## src/rtl/lscrs_pkg.sv

```systemverilog
// Shared constants and carriers for the light screen config/reset/status block
package lscrs_pkg;

  // Timing at 10 MHz
  localparam int unsigned CLK_HZ = 10_000_000;
  localparam int unsigned RESET_MIN_MS = 250;
  localparam int unsigned RESET_MAX_MS = 2000;
  localparam int unsigned RESET_MIN_CYC = (CLK_HZ / 1000) * RESET_MIN_MS;
  localparam int unsigned RESET_MAX_CYC = (CLK_HZ / 1000) * RESET_MAX_MS;
  localparam int unsigned DEBOUNCE_MS = 10;
  localparam int unsigned DEBOUNCE_CYC = (CLK_HZ / 1000) * DEBOUNCE_MS;
  localparam int unsigned BLINK_MS = 250;
  localparam int unsigned BLINK_CYC = (CLK_HZ / 1000) * BLINK_MS;
  localparam int unsigned CODE_FLASHES = 3;

  // Three-digit display codes (one byte per digit)
  localparam logic [7:0] DIG_BLANK = 8'h20;
  localparam logic [7:0] DIG_DASH = 8'h2d;
  localparam logic [7:0] DIG_LATCH = 8'h4c;
  localparam logic [7:0] DIG_ERR = 8'h45;
  localparam logic [7:0] DIG_ZERO = 8'h30;

  // Lockout causes shown as the error digit
  localparam logic [7:0] ERR_BANK = 8'h01;
  localparam logic [7:0] ERR_CHANGE = 8'h02;
  localparam logic [7:0] ERR_TRIPSEL = 8'h03;
  localparam logic [7:0] ERR_FAULT = 8'h04;

  // One bank of configuration switches
  typedef struct packed {
    logic latch_sel;
    logic dual_channel_monitor_position;
    logic reduced_resolution_select;
  } lscrs_bank_s;

  // Bicolour indicator drive
  typedef struct packed {
    logic red;
    logic green;
  } lscrs_led_s;

  typedef enum logic [3:0] {
    ST_POWERUP = 4'b0001,
    ST_WAIT = 4'b0010,
    ST_RUN = 4'b0100,
    ST_LOCK = 4'b1000
  } lscrs_state_e;

endpackage

```

## src/rtl/lscrs_top.sv

```systemverilog
// Receiver and emitter configuration, manual reset and indicator logic
// ---------------------------------------------------------------------
// What this block does
// - At power-up, mismatched switch banks A and B force lockout.
// - Any non-channel-code switch change while powered forces lockout.
// - Channel code is one switch, value 1 or 2, shared with emitter.
// - Channel code change in run mode never causes lockout.
// - Disagreeing trip/latch switches show an error code.
// - Trip restores outputs when beams clear; latch waits for manual reset.
// - Monitor switch picks single-channel, or dual-channel (also no monitor).
// - Aux output mirrors safety outputs only in single-channel monitoring.
// - Reduced resolution only when both reduced-resolution switches enable it.
// - Valid reset is a closure of 1/4 to 2 s then release.
// - A closure longer than 2 s is ignored.
// - Valid reset clears latch; leaves lockout only once fault is gone.
// - Trip mode needs manual reset only to leave lockout.
// - Latch mode needs reset at power-up, after stop, after lockout.
// - Emitter leaves lockout only by power cycle.
// - Status LED green when outputs on, red off, flashing red lockout.
// - Yellow reset LED shows run mode versus waiting for reset.
// - Eight zone LEDs, each blocked/clear for one eighth of beams.
// - Display shows trip/latch normally and error code in lockout.
// - Displays flash channel code three times at power-up and on change.
// - Emitter LED shows power-up, run, test, lockout; error in lockout.
// - Beam 1 blocked turns zone LEDs two to eight off.
// ---------------------------------------------------------------------
`timescale 1ns/1ns
`default_nettype none
module lscrs_top #(
  parameter int unsigned RESET_MIN = lscrs_pkg::RESET_MIN_CYC,
  parameter int unsigned RESET_MAX = lscrs_pkg::RESET_MAX_CYC,
  parameter int unsigned DEBOUNCE = lscrs_pkg::DEBOUNCE_CYC,
  parameter int unsigned BLINK = lscrs_pkg::BLINK_CYC,
  parameter int unsigned ZONES = 8
) (
  input wire logic clk_sys_i,
  input wire logic rst_i,
  input wire lscrs_pkg::lscrs_bank_s bank_a_i,
  input wire lscrs_pkg::lscrs_bank_s bank_b_i,
  input wire logic channel_code_two_i,
  input wire logic reset_switch_closed_i,
  input wire logic emitter_test_open_i,
  input wire logic [ZONES-1:0] zone_blocked_i,
  input wire logic internal_fault_i,
  input wire logic emitter_fault_i,
  output logic safety_switching_outputs_o,
  output logic aux_output_o,
  output logic aux_available_o,
  output logic dual_channel_monitor_o,
  output logic reduced_resolution_o,
  output logic [1:0] channel_code_o,
  output lscrs_pkg::lscrs_led_s status_led_o,
  output logic reset_led_o,
  output lscrs_pkg::lscrs_led_s [ZONES-1:0] zone_led_o,
  output logic [23:0] display_o,
  output lscrs_pkg::lscrs_led_s emitter_led_o,
  output logic [7:0] emitter_display_o
);

  // ---------------------------------------------------------------
  // Input synchronisers
  // ---------------------------------------------------------------
  localparam int unsigned SW = 2 * $bits(lscrs_pkg::lscrs_bank_s) + 1;
  localparam int unsigned NIN = SW + 4 + ZONES;
  logic [NIN-1:0] sync1;
  logic [NIN-1:0] sync2;
  always_ff @(posedge clk_sys_i or posedge rst_i) begin
    if (rst_i) begin
      sync1 <= '0;
      sync2 <= '0;
    end else begin
      sync1 <= {bank_a_i, bank_b_i, channel_code_two_i,
                reset_switch_closed_i, emitter_test_open_i,
                internal_fault_i, emitter_fault_i, zone_blocked_i};
      sync2 <= sync1;
    end
  end

  lscrs_pkg::lscrs_bank_s sa;
  lscrs_pkg::lscrs_bank_s sb;
  logic s_code;
  logic s_rst_sw;
  logic s_test;
  logic s_fault;
  logic s_efault;
  logic [ZONES-1:0] s_zone;
  assign {sa, sb, s_code, s_rst_sw, s_test, s_fault, s_efault, s_zone} = sync2;

  // ---------------------------------------------------------------
  // Switch capture and checking
  // ---------------------------------------------------------------
  // Settings are captured once after synchronisers fill, then frozen
  logic [1:0] boot_cnt;
  logic captured;
  lscrs_pkg::lscrs_bank_s cfg;
  logic bank_err;
  logic change_err;
  logic trip_sel_err;
  always_ff @(posedge clk_sys_i or posedge rst_i) begin
    if (rst_i) begin
      boot_cnt <= '0;
      captured <= 1'b0;
      cfg <= '0;
      bank_err <= 1'b0;
      change_err <= 1'b0;
      trip_sel_err <= 1'b0;
    end else if (!captured) begin
      boot_cnt <= boot_cnt + 2'd1;
      if (boot_cnt == 2'd3) begin
        captured <= 1'b1;
        cfg <= sa;
        bank_err <= (sa != sb);
        trip_sel_err <= (sa.latch_sel != sb.latch_sel);
      end
    end else begin
      // Channel code sits outside the banks so it can never trip this
      // Level, so restoring the switches lets a reset leave lockout
      change_err <= (sa != cfg) || (sb != cfg);
    end
  end

  wire latch_mode = cfg.latch_sel;

  // ---------------------------------------------------------------
  // Reset input timing
  // ---------------------------------------------------------------
  logic [$clog2(DEBOUNCE+1)-1:0] db_cnt;
  logic rst_db;
  always_ff @(posedge clk_sys_i or posedge rst_i) begin
    if (rst_i) begin
      db_cnt <= '0;
      rst_db <= 1'b0;
    end else if (s_rst_sw == rst_db) begin
      db_cnt <= '0;
    end else if (db_cnt == DEBOUNCE[$clog2(DEBOUNCE+1)-1:0]) begin
      db_cnt <= '0;
      rst_db <= s_rst_sw;
    end else begin
      db_cnt <= db_cnt + 1'b1;
    end
  end

  // Counter saturates above the maximum so long closures stay invalid
  localparam int unsigned HW = $clog2(RESET_MAX + 2);
  logic [HW-1:0] hold_cnt;
  logic valid_reset;
  always_ff @(posedge clk_sys_i or posedge rst_i) begin
    if (rst_i) begin
      hold_cnt <= '0;
      valid_reset <= 1'b0;
    end else begin
      valid_reset <= 1'b0;
      if (rst_db) begin
        if (hold_cnt <= RESET_MAX[HW-1:0]) begin
          hold_cnt <= hold_cnt + 1'b1;
        end
      end else begin
        hold_cnt <= '0;
        // Release edge inside the window
        if (hold_cnt >= RESET_MIN[HW-1:0] &&
            hold_cnt <= RESET_MAX[HW-1:0]) begin
          valid_reset <= 1'b1;
        end
      end
    end
  end

  // ---------------------------------------------------------------
  // Operating state
  // ---------------------------------------------------------------
  lscrs_pkg::lscrs_state_e state;
  wire any_blocked = |s_zone;
  wire fault_now = s_fault | bank_err | change_err | trip_sel_err;
  always_ff @(posedge clk_sys_i or posedge rst_i) begin
    if (rst_i) begin
      state <= lscrs_pkg::ST_POWERUP;
    end else begin
      unique case (state)
        lscrs_pkg::ST_POWERUP: begin
          if (captured) begin
            if (fault_now) begin
              state <= lscrs_pkg::ST_LOCK;
            end else if (latch_mode) begin
              state <= lscrs_pkg::ST_WAIT;
            end else begin
              state <= lscrs_pkg::ST_RUN;
            end
          end
        end
        lscrs_pkg::ST_WAIT: begin
          if (fault_now) begin
            state <= lscrs_pkg::ST_LOCK;
          end else if (valid_reset && !any_blocked) begin
            state <= lscrs_pkg::ST_RUN;
          end
        end
        lscrs_pkg::ST_RUN: begin
          if (fault_now) begin
            state <= lscrs_pkg::ST_LOCK;
          end else if (latch_mode && any_blocked) begin
            state <= lscrs_pkg::ST_WAIT;
          end
        end
        lscrs_pkg::ST_LOCK: begin
          // Leave only once fault gone and reset correctly cycled
          if (!fault_now && valid_reset) begin
            state <= latch_mode ? lscrs_pkg::ST_WAIT : lscrs_pkg::ST_RUN;
          end
        end
      endcase
    end
  end

  // Emitter lockout is sticky until power cycle
  logic em_lock;
  always_ff @(posedge clk_sys_i or posedge rst_i) begin
    if (rst_i) begin
      em_lock <= 1'b0;
    end else if (s_efault) begin
      em_lock <= 1'b1;
    end
  end

  // ---------------------------------------------------------------
  // Blink timing and channel code flash
  // ---------------------------------------------------------------
  localparam int unsigned BW = $clog2(BLINK + 1);
  logic [BW-1:0] blink_cnt;
  logic blink;
  always_ff @(posedge clk_sys_i or posedge rst_i) begin
    if (rst_i) begin
      blink_cnt <= '0;
      blink <= 1'b0;
    end else if (blink_cnt == BLINK[BW-1:0]) begin
      blink_cnt <= '0;
      blink <= ~blink;
    end else begin
      blink_cnt <= blink_cnt + 1'b1;
    end
  end

  logic code_q;
  logic [2:0] flash_left;
  always_ff @(posedge clk_sys_i or posedge rst_i) begin
    if (rst_i) begin
      code_q <= 1'b0;
      flash_left <= 3'(2 * lscrs_pkg::CODE_FLASHES);
    end else begin
      code_q <= s_code;
      if (code_q != s_code) begin
        flash_left <= 3'(2 * lscrs_pkg::CODE_FLASHES);
      end else if (flash_left != 3'd0 &&
                   blink_cnt == BLINK[BW-1:0]) begin
        flash_left <= flash_left - 3'd1;
      end
    end
  end
  wire flashing = (flash_left != 3'd0);
  wire [7:0] code_digit = lscrs_pkg::DIG_ZERO + (s_code ? 8'h02 : 8'h01);

  // ---------------------------------------------------------------
  // Registered outputs
  // ---------------------------------------------------------------
  logic [7:0] err_code;
  always_comb begin
    err_code = lscrs_pkg::ERR_FAULT;
    // Trip/latch disagreement also trips the bank compare; name it first
    if (trip_sel_err) err_code = lscrs_pkg::ERR_TRIPSEL;
    else if (bank_err) err_code = lscrs_pkg::ERR_BANK;
    else if (change_err) err_code = lscrs_pkg::ERR_CHANGE;
  end

  wire run = (state == lscrs_pkg::ST_RUN);
  wire lock = (state == lscrs_pkg::ST_LOCK);
  wire outs_on = run && !any_blocked;

  always_ff @(posedge clk_sys_i or posedge rst_i) begin
    if (rst_i) begin
      safety_switching_outputs_o <= 1'b0;
      aux_output_o <= 1'b0;
      aux_available_o <= 1'b0;
      dual_channel_monitor_o <= 1'b0;
      reduced_resolution_o <= 1'b0;
      channel_code_o <= 2'h1;
      status_led_o <= '0;
      reset_led_o <= 1'b0;
    end else begin
      safety_switching_outputs_o <= outs_on;
      aux_available_o <= !cfg.dual_channel_monitor_position;
      aux_output_o <= outs_on && !cfg.dual_channel_monitor_position;
      dual_channel_monitor_o <= cfg.dual_channel_monitor_position;
      // Both banks must request it
      reduced_resolution_o <= captured &&
        cfg.reduced_resolution_select && !bank_err;
      channel_code_o <= s_code ? 2'h2 : 2'h1;
      if (lock) begin
        status_led_o <= '{red: blink, green: 1'b0};
      end else begin
        status_led_o <= '{red: !outs_on, green: outs_on};
      end
      reset_led_o <= run;
    end
  end

  // Zone indicators; beam 1 gives sync for all beams
  always_ff @(posedge clk_sys_i or posedge rst_i) begin
    if (rst_i) begin
      zone_led_o <= '0;
    end else begin
      for (int i = 0; i < ZONES; i++) begin
        if (lock) begin
          zone_led_o[i] <= '0;
        end else if (i != 0 && s_zone[0]) begin
          zone_led_o[i] <= '0;
        end else begin
          zone_led_o[i] <= '{red: s_zone[i], green: !s_zone[i]};
        end
      end
    end
  end

  always_ff @(posedge clk_sys_i or posedge rst_i) begin
    if (rst_i) begin
      display_o <= {3{lscrs_pkg::DIG_BLANK}};
      emitter_display_o <= lscrs_pkg::DIG_BLANK;
      emitter_led_o <= '0;
    end else begin
      if (lock) begin
        display_o <= {lscrs_pkg::DIG_ERR, lscrs_pkg::DIG_BLANK,
                      err_code};
      end else if (flashing) begin
        display_o <= {lscrs_pkg::DIG_BLANK,
          blink ? code_digit : lscrs_pkg::DIG_BLANK,
          lscrs_pkg::DIG_BLANK};
      end else begin
        display_o <= {lscrs_pkg::DIG_BLANK,
          latch_mode ? lscrs_pkg::DIG_LATCH : lscrs_pkg::DIG_DASH,
          lscrs_pkg::DIG_BLANK};
      end
      // Emitter indicator and display
      if (em_lock) begin
        emitter_led_o <= '{red: blink, green: 1'b0};
        emitter_display_o <= lscrs_pkg::ERR_FAULT;
      end else if (flashing) begin
        emitter_led_o <= '{red: blink, green: 1'b0};
        emitter_display_o <= blink ? code_digit : lscrs_pkg::DIG_BLANK;
      end else if (s_test) begin
        emitter_led_o <= '{red: 1'b0, green: blink};
        emitter_display_o <= lscrs_pkg::DIG_DASH;
      end else begin
        emitter_led_o <= '{red: 1'b0, green: 1'b1};
        emitter_display_o <= lscrs_pkg::DIG_DASH;
      end
    end
  end

endmodule
`default_nettype wire
```

## config.mk

```make
export PLATFORM = sky130hd
export DESIGN_NAME = lscrs_top
export DESIGN_NICKNAME = d
export VERILOG_FILES = /design/src/rtl/lscrs_pkg.sv /design/src/rtl/lscrs_top.sv
export SDC_FILE = /design/constraint.sdc
export NUM_CORES = 1
export LEC_CHECK = 0
export BUFFER_PORTS_ARGS = -buffer_cell sky130_fd_sc_hd__buf_4
export CAP_MARGIN = 20
export CORE_UTILIZATION = 42
export DETAILED_ROUTE_END_ITERATION = 10
export PLACE_DENSITY_LB_ADDON = 0.08
export SLEW_MARGIN = 40
export SYNTH_ARGS = -nofsm -noshare
export SYNTH_HDL_FRONTEND = slang
export SYNTH_SLANG_ARGS = --single-unit
```

## constraint.sdc

```tcl
create_clock -name clk_sys_i -period 5.1 [get_ports clk_sys_i]
set_clock_uncertainty 0.05 [all_clocks]
set_input_delay 0.765 -clock clk_sys_i [delete_from_list [all_inputs] [get_ports clk_sys_i]]
set_output_delay 0.765 -clock clk_sys_i [all_outputs]
set_load 0.01 [all_outputs]
```

# Word-level counts from Yosys, hierarchy flattened
# Index checks and enable logic that the tools add are counted.
word_totals:
  register_bits: 183
  inputBits: 21
  out_inout_bits: 60
op_classes:
  n_addsub: 6
  magnitude_cmp: 2
  eq_ne: 18
  n_mux: 50
  bitwise_logic: 6
  reduce_logical: 29
ops:
  columns: ["op", "count"]
  rows:
  - ["$mux 25", 2]
  - ["$mux 2", 20]
  - ["$mux 17", 2]
  - ["$mux 4", 7]
  - ["$add 25x1->25 const B", 1]
  - ["$ge 25x22->1 const B", 1]
  - ["$le 25x25->1 const B", 1]
  - ["$mux 24", 1]
  - ["$add 22x1->22 const B", 1]
  - ["$eq 22x22->1 const B", 1]
  - ["$mux 22", 1]
  - ["$mux 7", 3]
  - ["$mux 3", 6]
  - ["$add 17x1->17 const B", 1]
  - ["$eq 17x17->1 const B", 1]
  - ["$mux 16", 1]
  - ["$pmux 4 s4", 1]
  - ["$logic_not 1->1", 13]
  - ["$logic_and 1x1->1", 9]
  - ["$ne 3x3->1", 3]
  - ["$mux 8", 1]
  - ["$reduce_or 8->1", 1]
  - ["$add 6x2->7 const A", 1]
  - ["$mux 1", 5]
  - ["other kinds (20)", 27]

# Depth between registers and ports, before layout
# Gate-level depths: netlist of run 1.
depth:
  word_depth: 7
  depth_mapped: 9

# Least setup slack after synthesis of run 1
# No wires, ideal clock.
synth_path:
  path_type: "register -> register"
  from: "reg hold_cnt[22]"
  to: "reg hold_cnt[15]"
  arrival_ns: 2.110
  t_required_ns: 4.972
  slack_ns: 2.861
  stages_incl_launch_ff: 8
  synth_period_minus_slack_ns: 2.239
  path_cell_list: "dfrtp_1 -> or4_1 -> o221ai_2 -> and3_4 -> o211ai_2 -> buf_6 -> or3_1 -> a21oi_1"
synth_via:
  elab_chain_len: 2
synth_lines:
  columns: ["item", "line_no", "rtl"]
  rows:
  - ["start, declared", "lscrs_top.sv:145", "logic [HW-1:0] hold_cnt;"]
  - ["start signal, assigned", "lscrs_top.sv:155", "hold_cnt <= hold_cnt + 1'b1;"]
  - ["$le 25x25->1", "lscrs_top.sv:154", "if (hold_cnt <= RESET_MAX[HW-1:0]) begin"]
  - ["$ne 2x1->1 (no line)", null, null]
# No other way between the ends.
# A chain may end at the register's enable or synchronous reset.

# Worst setup path in the final report of run 1
layout_path:
  from: "reg hold_cnt[0]"
  to: "reg hold_cnt[19]"
layout_via:
  elab_chain_len: 3
  word_cells_on_any_way: 5
  classes_between: "add/sub (1); order compare (1); eq/ne (1); mux (2)"
layout_lines:
  columns: ["item", "line_no", "rtl"]
  rows:
  - ["$add 25x1->25", "lscrs_top.sv:155", null]
  - ["$mux 25", "lscrs_top.sv:154", null]
  - ["$mux 25", "lscrs_top.sv:153", "if (rst_db) begin"]
# Parallel ways exist; a longest one is shown, timed or not. The select of a mux whose other input is x is not followed.

==> metrics, run 1 <==
outcome=finished clean; vias per cell=approximately 5; H-tree lvl count=4; hold-critical path depth=0; CP peak stage delay=approximately 0.52 ns; worst skew pair latency=0.42 ns; largest net degree at the start of global routing=168; DIE AREA=0.0168 sq mm; first-pass GRT wire length=21300 um; nets@finish=703; setup TNS=0 ns; Slew HR=0.544; most common cell after layout, fill and taps aside=dfrtp_1; FF-to-FF End=hold_cnt[19]$_DFFE_PP0P_; Top delay family on crit path=simple AND/OR/NAND/NOR gates; Reg power frac=0.463; Pint=2.43 mW; R2R Setup Slk=between 2 and 2.5 ns; slowest CP cell=or4_1; Synth top area share=0.584; Core ar.=0.0159 sq mm; Register-to-Register Path Depth=8; crit path launch type=flip-flop; Multi-input gate area=0.00243 sq mm; Starting DRT DRC Count=236; Leak=3.68 nW; Final Setup Violations=0; area of the mapped netlist=0.00685 sq mm; mean cell area of the mapped netlist=~11 sq um; Post-CTS Setup Bufs=0; synth unique cells=55; hold wc startpoint=sync1[4]$_DFF_PP0_; Cell Chain, Critical Path=inv_1 -> ha_1 -> nor4b_1 -> nand3b_1 -> o21ai_2 -> o211ai_2 -> or4_1 -> a21oi_1; antenna violations before repair=0; clock sinks=about 170; DRC=0; layout cells sized above 1=0.188; Post-synth EDFFs=0; Overall Power=3.15 mW; Comb pwr share=0.097; Worst Max-Slew Pin Slew=0.683 ns; cts bufs inserted=17; CTS Buffer Depth=2; Cells after Synth=606; minimum clock period=2.62 ns; WP data arrival=just under 3 ns; First-pass DRT Iterations=4; CP Capture Type=flip-flop; CTS root buf=clkbuf_16; IO Pins=81; Net Sw Power=718 uW; WHS Endpoint=sync2[4]$_DFF_PP0_; CTS resizes=0; GRT Total Usage=0.164; TritonCTS clock tree=built; Seq/Total Area, Yosys=0.611; class of the worst hold path=flip-flop to flip-flop; most frequent cells in the layout=dfrtp_1, nor2_1, buf_4; Hold Slack=roughly 0.29 ns; Yosys Warn Count=0; Worst EP required=5.38 ns; Die Width=130 um; Avg WL per Cell=roughly 14 um; final WL=between 10000 and 15000 um; share of flip-flops with an asynchronous set or reset=1.00; Main synth FF type=dfrtp_1; # fillers=1451; DR vias=4484; RSZ-0062 raised after global routing=false; Final period util=0.515; Area growth, synth to finish=19.6%; dpl hpwl=between 8000 and 9000 um; clock share of power=0.440; Worst R2R Start=hold_cnt[0]$_DFFE_PP0P_; buffers added on ports=slightly below 70; PwrDens=384 mW/mm^2; Initial Util=0.431; Sw Ratio=0.228; Reg clk slew, reported paths=0.06 ns; # hold bufs at CTS=0; post-synth top area cell=dfrtp_1; final max-slew violation count=0; CP startpoint=hold_cnt[0]$_DFFE_PP0P_; Congestion Overflow GR=0; Final Util=0.516; antenna cells=0; critical path class=flip-flop to flip-flop; register area=around 0.0042 sq mm; Max Cap Viol=0; fmax=381 MHz; GPL Wtd Cong=0.822; Seq cells post-synth=167; largest cells by area after synthesis=dfrtp_1, nor2_1, xnor2_1, xor2_1, dfstp_2; Die Y=130 um; CP max FO=11; Worst Path Buf+Inv=1; vias in the first global route=4390; Cell Rows=46; Final Hold Viols=0; VDD IR-drop max=216 uV; Routed Antenna Nets=0
[power groups by stage]
stage / clock network, mW / logic, mW / registers (mW)
6_report: 1.39 / 0.307 / 1.46
5_1_grt: 1.48 / 0.345 / 1.47
4_1_cts: 1.43 / 0.310 / 1.46
3_5_place_dp: 0 / 0.310 / 1.48
3_3_place_gp: 0 / 0.306 / 1.48
2_1_floorplan: 0 / 0.172 / 1.49
[state kept, by name, indices dropped and copies added (netlist names), 3 cells and up]
register           flops
hold_cnt              25
blink_cnt             22
sync1                 19
sync2                 19
db_cnt                17
zone_led_o            16
display_o             11
emitter_display_o      6
state                  4
flash_left             3
[how the worst max path moves through the flow]
stage | to | slack, ns | depth (start not counted)
floorplan | aux_available_o$_DFF_PP0_ | 2.16 | 1
global placement | hold_cnt[19]$_DFFE_PP0P_ | 2.63 | 6
detailed placement | hold_cnt[19]$_DFFE_PP0P_ | 2.51 | 8
CTS | hold_cnt[19]$_DFFE_PP0P_ | 2.49 | 8
global route | hold_cnt[19]$_DFFE_PP0P_ | 2.20 | 8
finish | hold_cnt[19]$_DFFE_PP0P_ | 2.48 | 8
[per-layer routing]
metal	track usage	wire length (um)	vias up	share of wire
met5	0	0	-	0
met4	0.0616	142	0	0.011
met3	0.0410	546	13	0.043
met2	0.256	5950	101	0.47
met1	0.223	5970	2195	0.47
li1	-	-	2175	-
[cell families after synthesis]
logic type / synth area share
XOR/XNOR: 0.0665
other: 0.000547
multiplexers: 0.00986
flip-flops: 0.611
adder cells (fa/ha/maj): 0.0164
AO/OA/AOI/OAI: 0.0641
AND/OR/NAND/NOR: 0.189
buffers and inverters: 0.0422
[area by class of cell]
cell class,count,share of cell area
Clock buffer,20,0.0545
Clock inverter,12,0.0243
Inverter,23,0.0110
Multi-Input combinational cell,392,0.296
Sequential cell,167,0.511
Tap cell,216,0.0330
Timing Repair Buffer,72,0.0699
[per-stage QoR]
step	setup WS [ns]	instance area (sq um)	instances
floorplan	2.16	6890	616
global placement	2.63	7510	869
detailed placement	2.51	7510	869
CTS	2.49	8160	901
global route	2.20	8190	902
finish	2.48	8190	902
[Yosys cell counts, drive strengths merged (3+ instances only)]
cell,number
dfrtp,160
nor2,74
nand2,34
nand3,33
xnor2,26
xor2,26
inv,23
buf,18
o21ai,17
clkbuf,16
nor4,16
a21oi,14
nand4,14
and2,13
and3,13
nor3,11
or3,10
ha,9
o211ai,8
dfstp,7
mux2,6
nand2b,6
nor2b,5
a21o,4
nand3b,4
o31ai,4
or2,4
or4,4
and4,3
(Power assumes the default switching activity.)
==> inputs of run 2 (changes only) <==
ABC_AREA = 1   (was unset)
clock period = 2.4 ns   (was 5.1 ns; I/O delays follow)
==> run 2 against run 1 <==
Net effect:
- sequential share of layout area down 6.4 points
- global-route usage up 2.4 points
- combinational power rose to 2.7 times the previous value
- highest routed layer unchanged
- largest cell class unchanged
- fmax up 42%
- critical endpoint is now hold_cnt[6]$_DFFE_PP0P_
- critical path depth unchanged
- synthesized cell count up 52%
==> metrics, run 2 <==
outcome=finished clean; most common cell after layout, fill and taps aside=nand2_1; DR vias=6035 (+35%); Worst EP required=2.72 ns (-2.66 ns); critical path class=flip-flop to flip-flop; max reg flops=25 (unchanged); antenna violations before repair=0 (unchanged); top flop regs=hold_cnt: 25 flops, blink_cnt: 22 flops; FF-to-FF End=hold_cnt[6]$_DFFE_PP0P_; DIE AREA=0.0194 sq mm (+15%); share of flip-flops with an asynchronous set or reset=1.00 (unchanged); First-pass DRT Iterations=5 (+1); CTS root buf=clkbuf_16; CTS Buffer Depth=2 (unchanged); CP max FO=24 (+13); WHS Endpoint=sync1[1]$_DFF_PP0_; Core ar.=0.0182 sq mm (+15%); Post-synth EDFFs=0 (unchanged); dpl hpwl=11700 um (+38%); IO Pins=81 (unchanged); Yosys Warn Count=0 (unchanged); CP peak stage delay=0.47 ns (-0.05 ns); area of the mapped netlist=0.00792 sq mm (+16%); fmax=542 MHz (+42%); largest net degree at the start of global routing=79 (-53%); layout cells sized above 1=0.156 (-0.0321); Finished Layout Cells=1255 (+39%); nets@finish=1043 (+48%); class of the worst hold path=input pin to flip-flop; first-pass GRT wire length=29200 um (+37%); Cell Chain, Critical Path=nor2_1 -> nand3_1 -> nor2_2 -> nand2_1 -> nand3_4 -> buf_4 -> nand4_1 -> nand2_1; Starting DRT DRC Count=425 (+80%); final max-slew violation count=0 (unchanged); # hold bufs at CTS=19 (+19); wire length on met1=8140 um (+36%); Final Setup Violations=0 (unchanged); minimum clock period=1.85 ns (-0.779 ns); final WL=16800 um (+33%); buffers added on ports=69 (unchanged); vias per cell=4.81 (-3.3%); post-synth top area cell=dfrtp_1; DRC=0 (unchanged); antenna cells=0 (unchanged); mean cell area of the mapped netlist=8.59 sq um (-24%); Overall Power=6.55 mW (+110%); Top delay family on crit path=simple AND/OR/NAND/NOR gates; Biggest register=hold_cnt; CTS resizes=0 (unchanged); most frequent CP cell=nand2_1; Max Cap Viol=0 (unchanged); # fillers=1709 (+18%); most common cell in the netlist=nand2_1; PwrDens=700 mW/mm^2 (+82%); Avg WL per Cell=13.4 um (-4.2%); Inst Count DP=1204 (+39%); cts bufs inserted=17 (unchanged); Seq/Total Area, Yosys=0.529 (-0.0823); Congestion Overflow GR=0 (unchanged); synth unique cells=42 (-24%); Worst R2R Start=hold_cnt[17]$_DFFE_PP0P_; most frequent cells after synthesis=nand2_1, dfrtp_1, nor2_1; Reg clk slew, reported paths=0.07 ns (about the same); hold-critical path depth=1 (+1); largest cells by area after synthesis=dfrtp_1, nand2_1, nor2_1, inv_1, nand4_1; Area growth, synth to finish=18.2%; met2 wire length=7660 um (+29%); Main synth FF type=dfrtp_1; Cell Rows=49 (+6.5%); most frequent cells in the layout=nand2_1, dfrtp_1, nor2_1; Die Width=139 um (+7.4%); vias in the first global route=5840 (+33%); Synth top area share=0.506 (-0.0787); WP data arrival=2.16 ns (-0.74 ns); GRT Total Usage=0.188 (+0.0239); WL met3=769 um (+41%); Post-CTS Setup Bufs=0 (unchanged); R2R Setup Slk=0.55 ns (-1.92 ns); GPL Wtd Cong=0.858 (+4.3%); Initial Util=0.435 (+0.00351); Leak=4.48 nW (+22%); TritonCTS clock tree=built; VDD IR-drop max=539 uV (+150%); H-tree lvl count=4 (unchanged); Worst Path Buf+Inv=1 (unchanged); Slew HR=0.621 (+0.0765); Worst Max-Slew Pin Slew=0.569 ns (-0.114 ns); Routed Antenna Nets=0 (unchanged); Final Hold Viols=0 (unchanged); slowest CP cell=dfrtp_1; clock sinks=167 (unchanged); CP Capture Type=flip-flop; Cells after Synth=922 (+52%); Die Y=139 um (+7.4%); top layer in use=met4; RSZ-0062 raised after global routing=false; Final period util=0.769 (+0.254); hold wc startpoint=zone_blocked_i[1]; crit path launch type=flip-flop; Register-to-Register Path Depth=8 (unchanged); Seq cells post-synth=167 (unchanged); worst skew pair latency=0.43 ns (about the same)
[run 2: cell count changes in the layout (fill, tap and decap cells not counted), moves of 12 or more]
cell,before,now
nand2_1,34,192
inv_1,22,117
nor2_1,74,134
nand4_1,14,48
xnor2_1,26,4
dlygate4sd3_1,0,19
nand3_1,33,52
nand3_2,0,18
nor3_1,11,29
and2_1,13,1
[run 2: worst register-to-register path, stage by stage, from the launching register on]
cell	delay, ns
dfrtp_1	0.47
nor2_1	0.18
nand3_1	0.10
nor2_2	0.23
nand2_1	0.14
nand3_4	0.09
buf_4	0.29
nand4_1	0.15
nand2_1	0.10
[run 2: cell families (layout without fill, tap and decap cells)]
| kind of cell | Yosys count | count (layout) | synth area share |
|---|---|---|---|
| simple gates | 507 | 507 | 0.301 |
| compound gates | 40 | 40 | 0.0270 |
| buf+inv | 165 | 259 | 0.0921 |
| fa+ha+maj | 9 | 9 | 0.0142 |
| xor+xnor | 33 | 33 | 0.0365 |
| other cells | 1 | 11 | 0.000474 |
| flops | 167 | 167 | 0.529 |
[run 2: layout make-up]
class,count,area [sq um],area share
clock buffers,22,454,0.0485
clock inverters,10,97.6,0.0104
inverters,129,488,0.0521
multi-input cells,600,3040,0.325
flip-flops and latches,167,4190,0.447
well taps,229,287,0.0306
repair buffers,98,808,0.0863
[run 2: power breakdown]
part / total (mW) / switching, mW / internal [mW] / leakage, nW
Sequential: 3.10 / 0.0852 / 3.02 / 2.14
Combinational: 0.843 / 0.476 / 0.367 / 2.08
Clock: 2.61 / 1.15 / 1.47 / 0.262
[run 2: layer usage]
layer  up-vias  global-route usage
li1       3079                   -
met5         -                   0
met1      2808               0.265
met4         0              0.0655
met3        20              0.0385
met2       128               0.288
[run 2: stage by stage]
stage / hold slack (ns) / utilization / cell area (sq um) / setup TNS, ns / setup slack [ns]
finish: 0.0196 / 0.514 / 9360 / 0 / 0.554
global route: 0.00481 / 0.514 / 9360 / 0 / 0.392
CTS: 0.00471 / 0.514 / 9360 / 0 / 0.539
detailed placement: 0.253 / 0.473 / 8620 / 0 / 0.560
global placement: 0.256 / 0.473 / 8620 / 0 / 0.583
floorplan: 0.281 / - / 7960 / -20.97 / -0.131
[run 2: how the worst max path moves through the flow]
stage	startpoint	endpoint	slack (ns)	cells after the start
after floorplan	rst_i	aux_available_o$_DFF_PP0_	-0.13	1
after global placement	hold_cnt[17]$_DFFE_PP0P_	hold_cnt[1]$_DFFE_PP0P_	0.58	8
after detailed placement	hold_cnt[17]$_DFFE_PP0P_	hold_cnt[6]$_DFFE_PP0P_	0.56	8
after CTS	hold_cnt[17]$_DFFE_PP0P_	hold_cnt[6]$_DFFE_PP0P_	0.54	8
after global routing	blink_cnt[1]$_DFF_PP0_	blink_cnt[18]$_DFF_PP0_	0.39	11
final	hold_cnt[17]$_DFFE_PP0P_	hold_cnt[6]$_DFFE_PP0P_	0.55	8
==> inputs of run 3 (changes only) <==
ABC_AREA = 0   (was 1)
clock period = 1.5 ns   (was 2.4 ns; I/O delays follow)
==> run 3 against run 2 <==
Net effect:
- the run now ends with negative setup slack left
- flip-flop and latch count unchanged
- non-clock buffer count up 158
- critical endpoint is now hold_cnt[2]$_DFFE_PP0P_
- combinational power up 71%
- sequential power up 59%
- clock power up 65%
- largest cell class unchanged
- first-iteration DRC count down 49%
- global-route usage up 0.64 points
- critical path depth up 1
- cell count down 13%
- sequential share of layout area down 3.9 points
==> metrics, run 3 (same netlist as run 1, synthesis figures left out) <==
outcome=finished, violations left; failing checks=negative setup slack; First-pass DRT Iterations=4 (-1); clock share of power=0.402 (+0.004); Routed Antenna Nets=0 (unchanged); DRC=0 (unchanged); hold-critical path depth=0 (-1); R2R Setup Slk=-0.73 ns (-1.29 ns); Cell Rows=46 (-6.1%); vias in the first global route=5347 (-8.4%); Avg WL per Cell=14.5 um (+8.4%); CTS root buf=clkbuf_16; CP peak stage delay=0.56 ns (+0.09 ns); Final period util=1.49 (+0.719); Comb pwr share=0.135 (+0.006); H-tree lvl count=4 (unchanged); Area after DPL=0.00870 sq mm (+0.89%); antenna cells=0 (unchanged); Die Width=130 um (-6.9%); largest net degree at the start of global routing=91 (+15%); hold wc startpoint=sync1[15]$_DFF_PP0_; Final Util=0.645 (+0.131); DIE AREA=0.0168 sq mm (-13%); Final Hold Viols=0 (unchanged); Biggest register=hold_cnt; setup TNS=-28.09 ns (-28.09 ns); TritonCTS clock tree=built; crit path launch type=flip-flop; Sw Ratio=0.263 (+0.00255); clock sinks=167 (unchanged); class of the worst hold path=flip-flop to flip-flop; nets@finish=887 (-15%); GPL Wtd Cong=0.865 (+0.87%); Net Sw Power=2.81 mW (+65%); VDD IR-drop max=796 uV (+48%); # fillers=1246 (-27%); final max-slew violation count=0 (unchanged); antenna violations before repair=0 (unchanged); Final Setup Violations=69 (+69); Worst Max-Slew Pin Slew=0.501 ns (-0.0672 ns); layout cells sized above 1=0.437 (+0.281); CTS Buffer Depth=2 (unchanged); Pint=7.87 mW (+62%); Worst R2R Start=hold_cnt[23]$_DFFE_PP0P_; Area growth, synth to finish=49.6%; Starting DRT DRC Count=217 (-49%); critical path class=flip-flop to flip-flop; Reg clk slew, reported paths=0.07 ns (about the same); most common cell after layout, fill and taps aside=buf_4; buffers added on ports=69 (unchanged); WP data arrival=2.48 ns (+0.32 ns); cts bufs inserted=17 (unchanged); CP max FO=5 (-79%); Setup WS pre-CTS=-0.731 ns (-1.29 ns); Core ar.=0.0159 sq mm (-13%); most frequent CP cell=buf_6; Die Y=130 um (-6.9%); worst setup margin=-0.732 ns (-1.29 ns); Slew HR=0.666 (+0.0448); final WL=15700 um (-6.2%); vias per cell=4.91 (+2.1%); first-pass GRT wire length=25200 um (-14%); FF-to-FF End=hold_cnt[2]$_DFFE_PP0P_; DR vias=5332 (-12%); Leak=4.70 nW (+4.9%); Register-to-Register Path Depth=9 (+1); slowest CP cell=or4_4; CP Capture Type=flip-flop; Reg power frac=0.462 (-0.011); worst skew pair latency=0.42 ns (about the same); GRT Total Usage=0.195 (+0.00643); WP depth=9 (+1); top flop regs=hold_cnt: 25 flops, blink_cnt: 22 flops; PwrDens=1040 mW/mm^2 (+49%); WHS Endpoint=sync2[15]$_DFF_PP0_; Worst EP required=1.75 ns (-0.97 ns); max reg flops=25 (unchanged); Initial Util=0.431 (-0.00351); RSZ-0062 raised after global routing=true; post-route cell area=0.0102 sq mm (+9.5%); dpl hpwl=10400 um (-11%); Cell Chain, Critical Path=or4_4 -> buf_4 -> nor3_4 -> o21ai_4 -> buf_6 -> buf_6 -> o211ai_1 -> xor2_1 -> nor2_1; Max Cap Viol=0 (unchanged); Top delay family on crit path=simple AND/OR/NAND/NOR gates; Congestion Overflow GR=0 (unchanged); minimum clock period=2.23 ns (+0.386 ns); most frequent cells in the layout=buf_4, dfrtp_1, nor2_1; fmax=448 MHz (-17%); Worst Path Buf+Inv=3 (+2); IO Pins=81 (unchanged)
## run 3: power by group through the flow
stage	combinational [mW]	sequential (mW)	clock (mW)
after floorplan	0.619	5.08	0
after global placement	1.29	5.00	0
after detailed placement	1.31	5.01	0
after CTS	1.39	4.93	4.41
after global routing	1.59	4.97	4.59
final	1.44	4.94	4.30
## run 3: layout make-up
type                    instances  area (sq um)  area share
clock buffers                  17           425      0.0415
clock inverters                15           165      0.0161
inverters                      23          90.1     0.00879
multi-input cells             392          2950       0.288
flip-flops and latches        167          4190       0.409
well taps                     216           270      0.0264
repair buffers                256          2160       0.210
## run 3: what timing repair did
item                                    4_1_cts  5_1_grt
hold buffers                                 20        0
pin swaps                                    31       44
endpoints found under the setup margin       71       87
resized for setup                            54       76
buffers inserted                             14       15
hold endpoints to repair                    179        0
gates cloned                                  1        3
## run 3: worst max-delay path by stage
stage | startpoint | endpoint | slack (ns)
after detailed placement | hold_cnt[23]$_DFFE_PP0P_ | hold_cnt[17]$_DFFE_PP0P_ | -0.73
after global routing | hold_cnt[23]$_DFFE_PP0P_ | hold_cnt[15]$_DFFE_PP0P_ | -0.80
after CTS | hold_cnt[22]$_DFFE_PP0P_ | hold_cnt[19]$_DFFE_PP0P_ | -0.71
after floorplan | rst_i | aux_available_o$_DFF_PP0_ | -0.90
final | hold_cnt[23]$_DFFE_PP0P_ | hold_cnt[2]$_DFFE_PP0P_ | -0.73
after global placement | hold_cnt[23]$_DFFE_PP0P_ | hold_cnt[19]$_DFFE_PP0P_ | -0.68
## run 3: layer usage
layer | wire length [um] | track usage
met1 | 6970 | 0.248
met2 | 7990 | 0.327
met3 | 605 | 0.0484
met4 | 180 | 0.0622
met5 | 0 | 0
## run 3: per-stage QoR
step                      total power [mW]  cells  hold WS [ns]
after global routing                  11.2   1086         0.307
after detailed placement              6.32   1007         0.285
after CTS                             10.7   1072         0.300
after floorplan                       5.70    616         0.206
final                                 10.7   1086         0.297
after global placement                6.29   1007         0.283
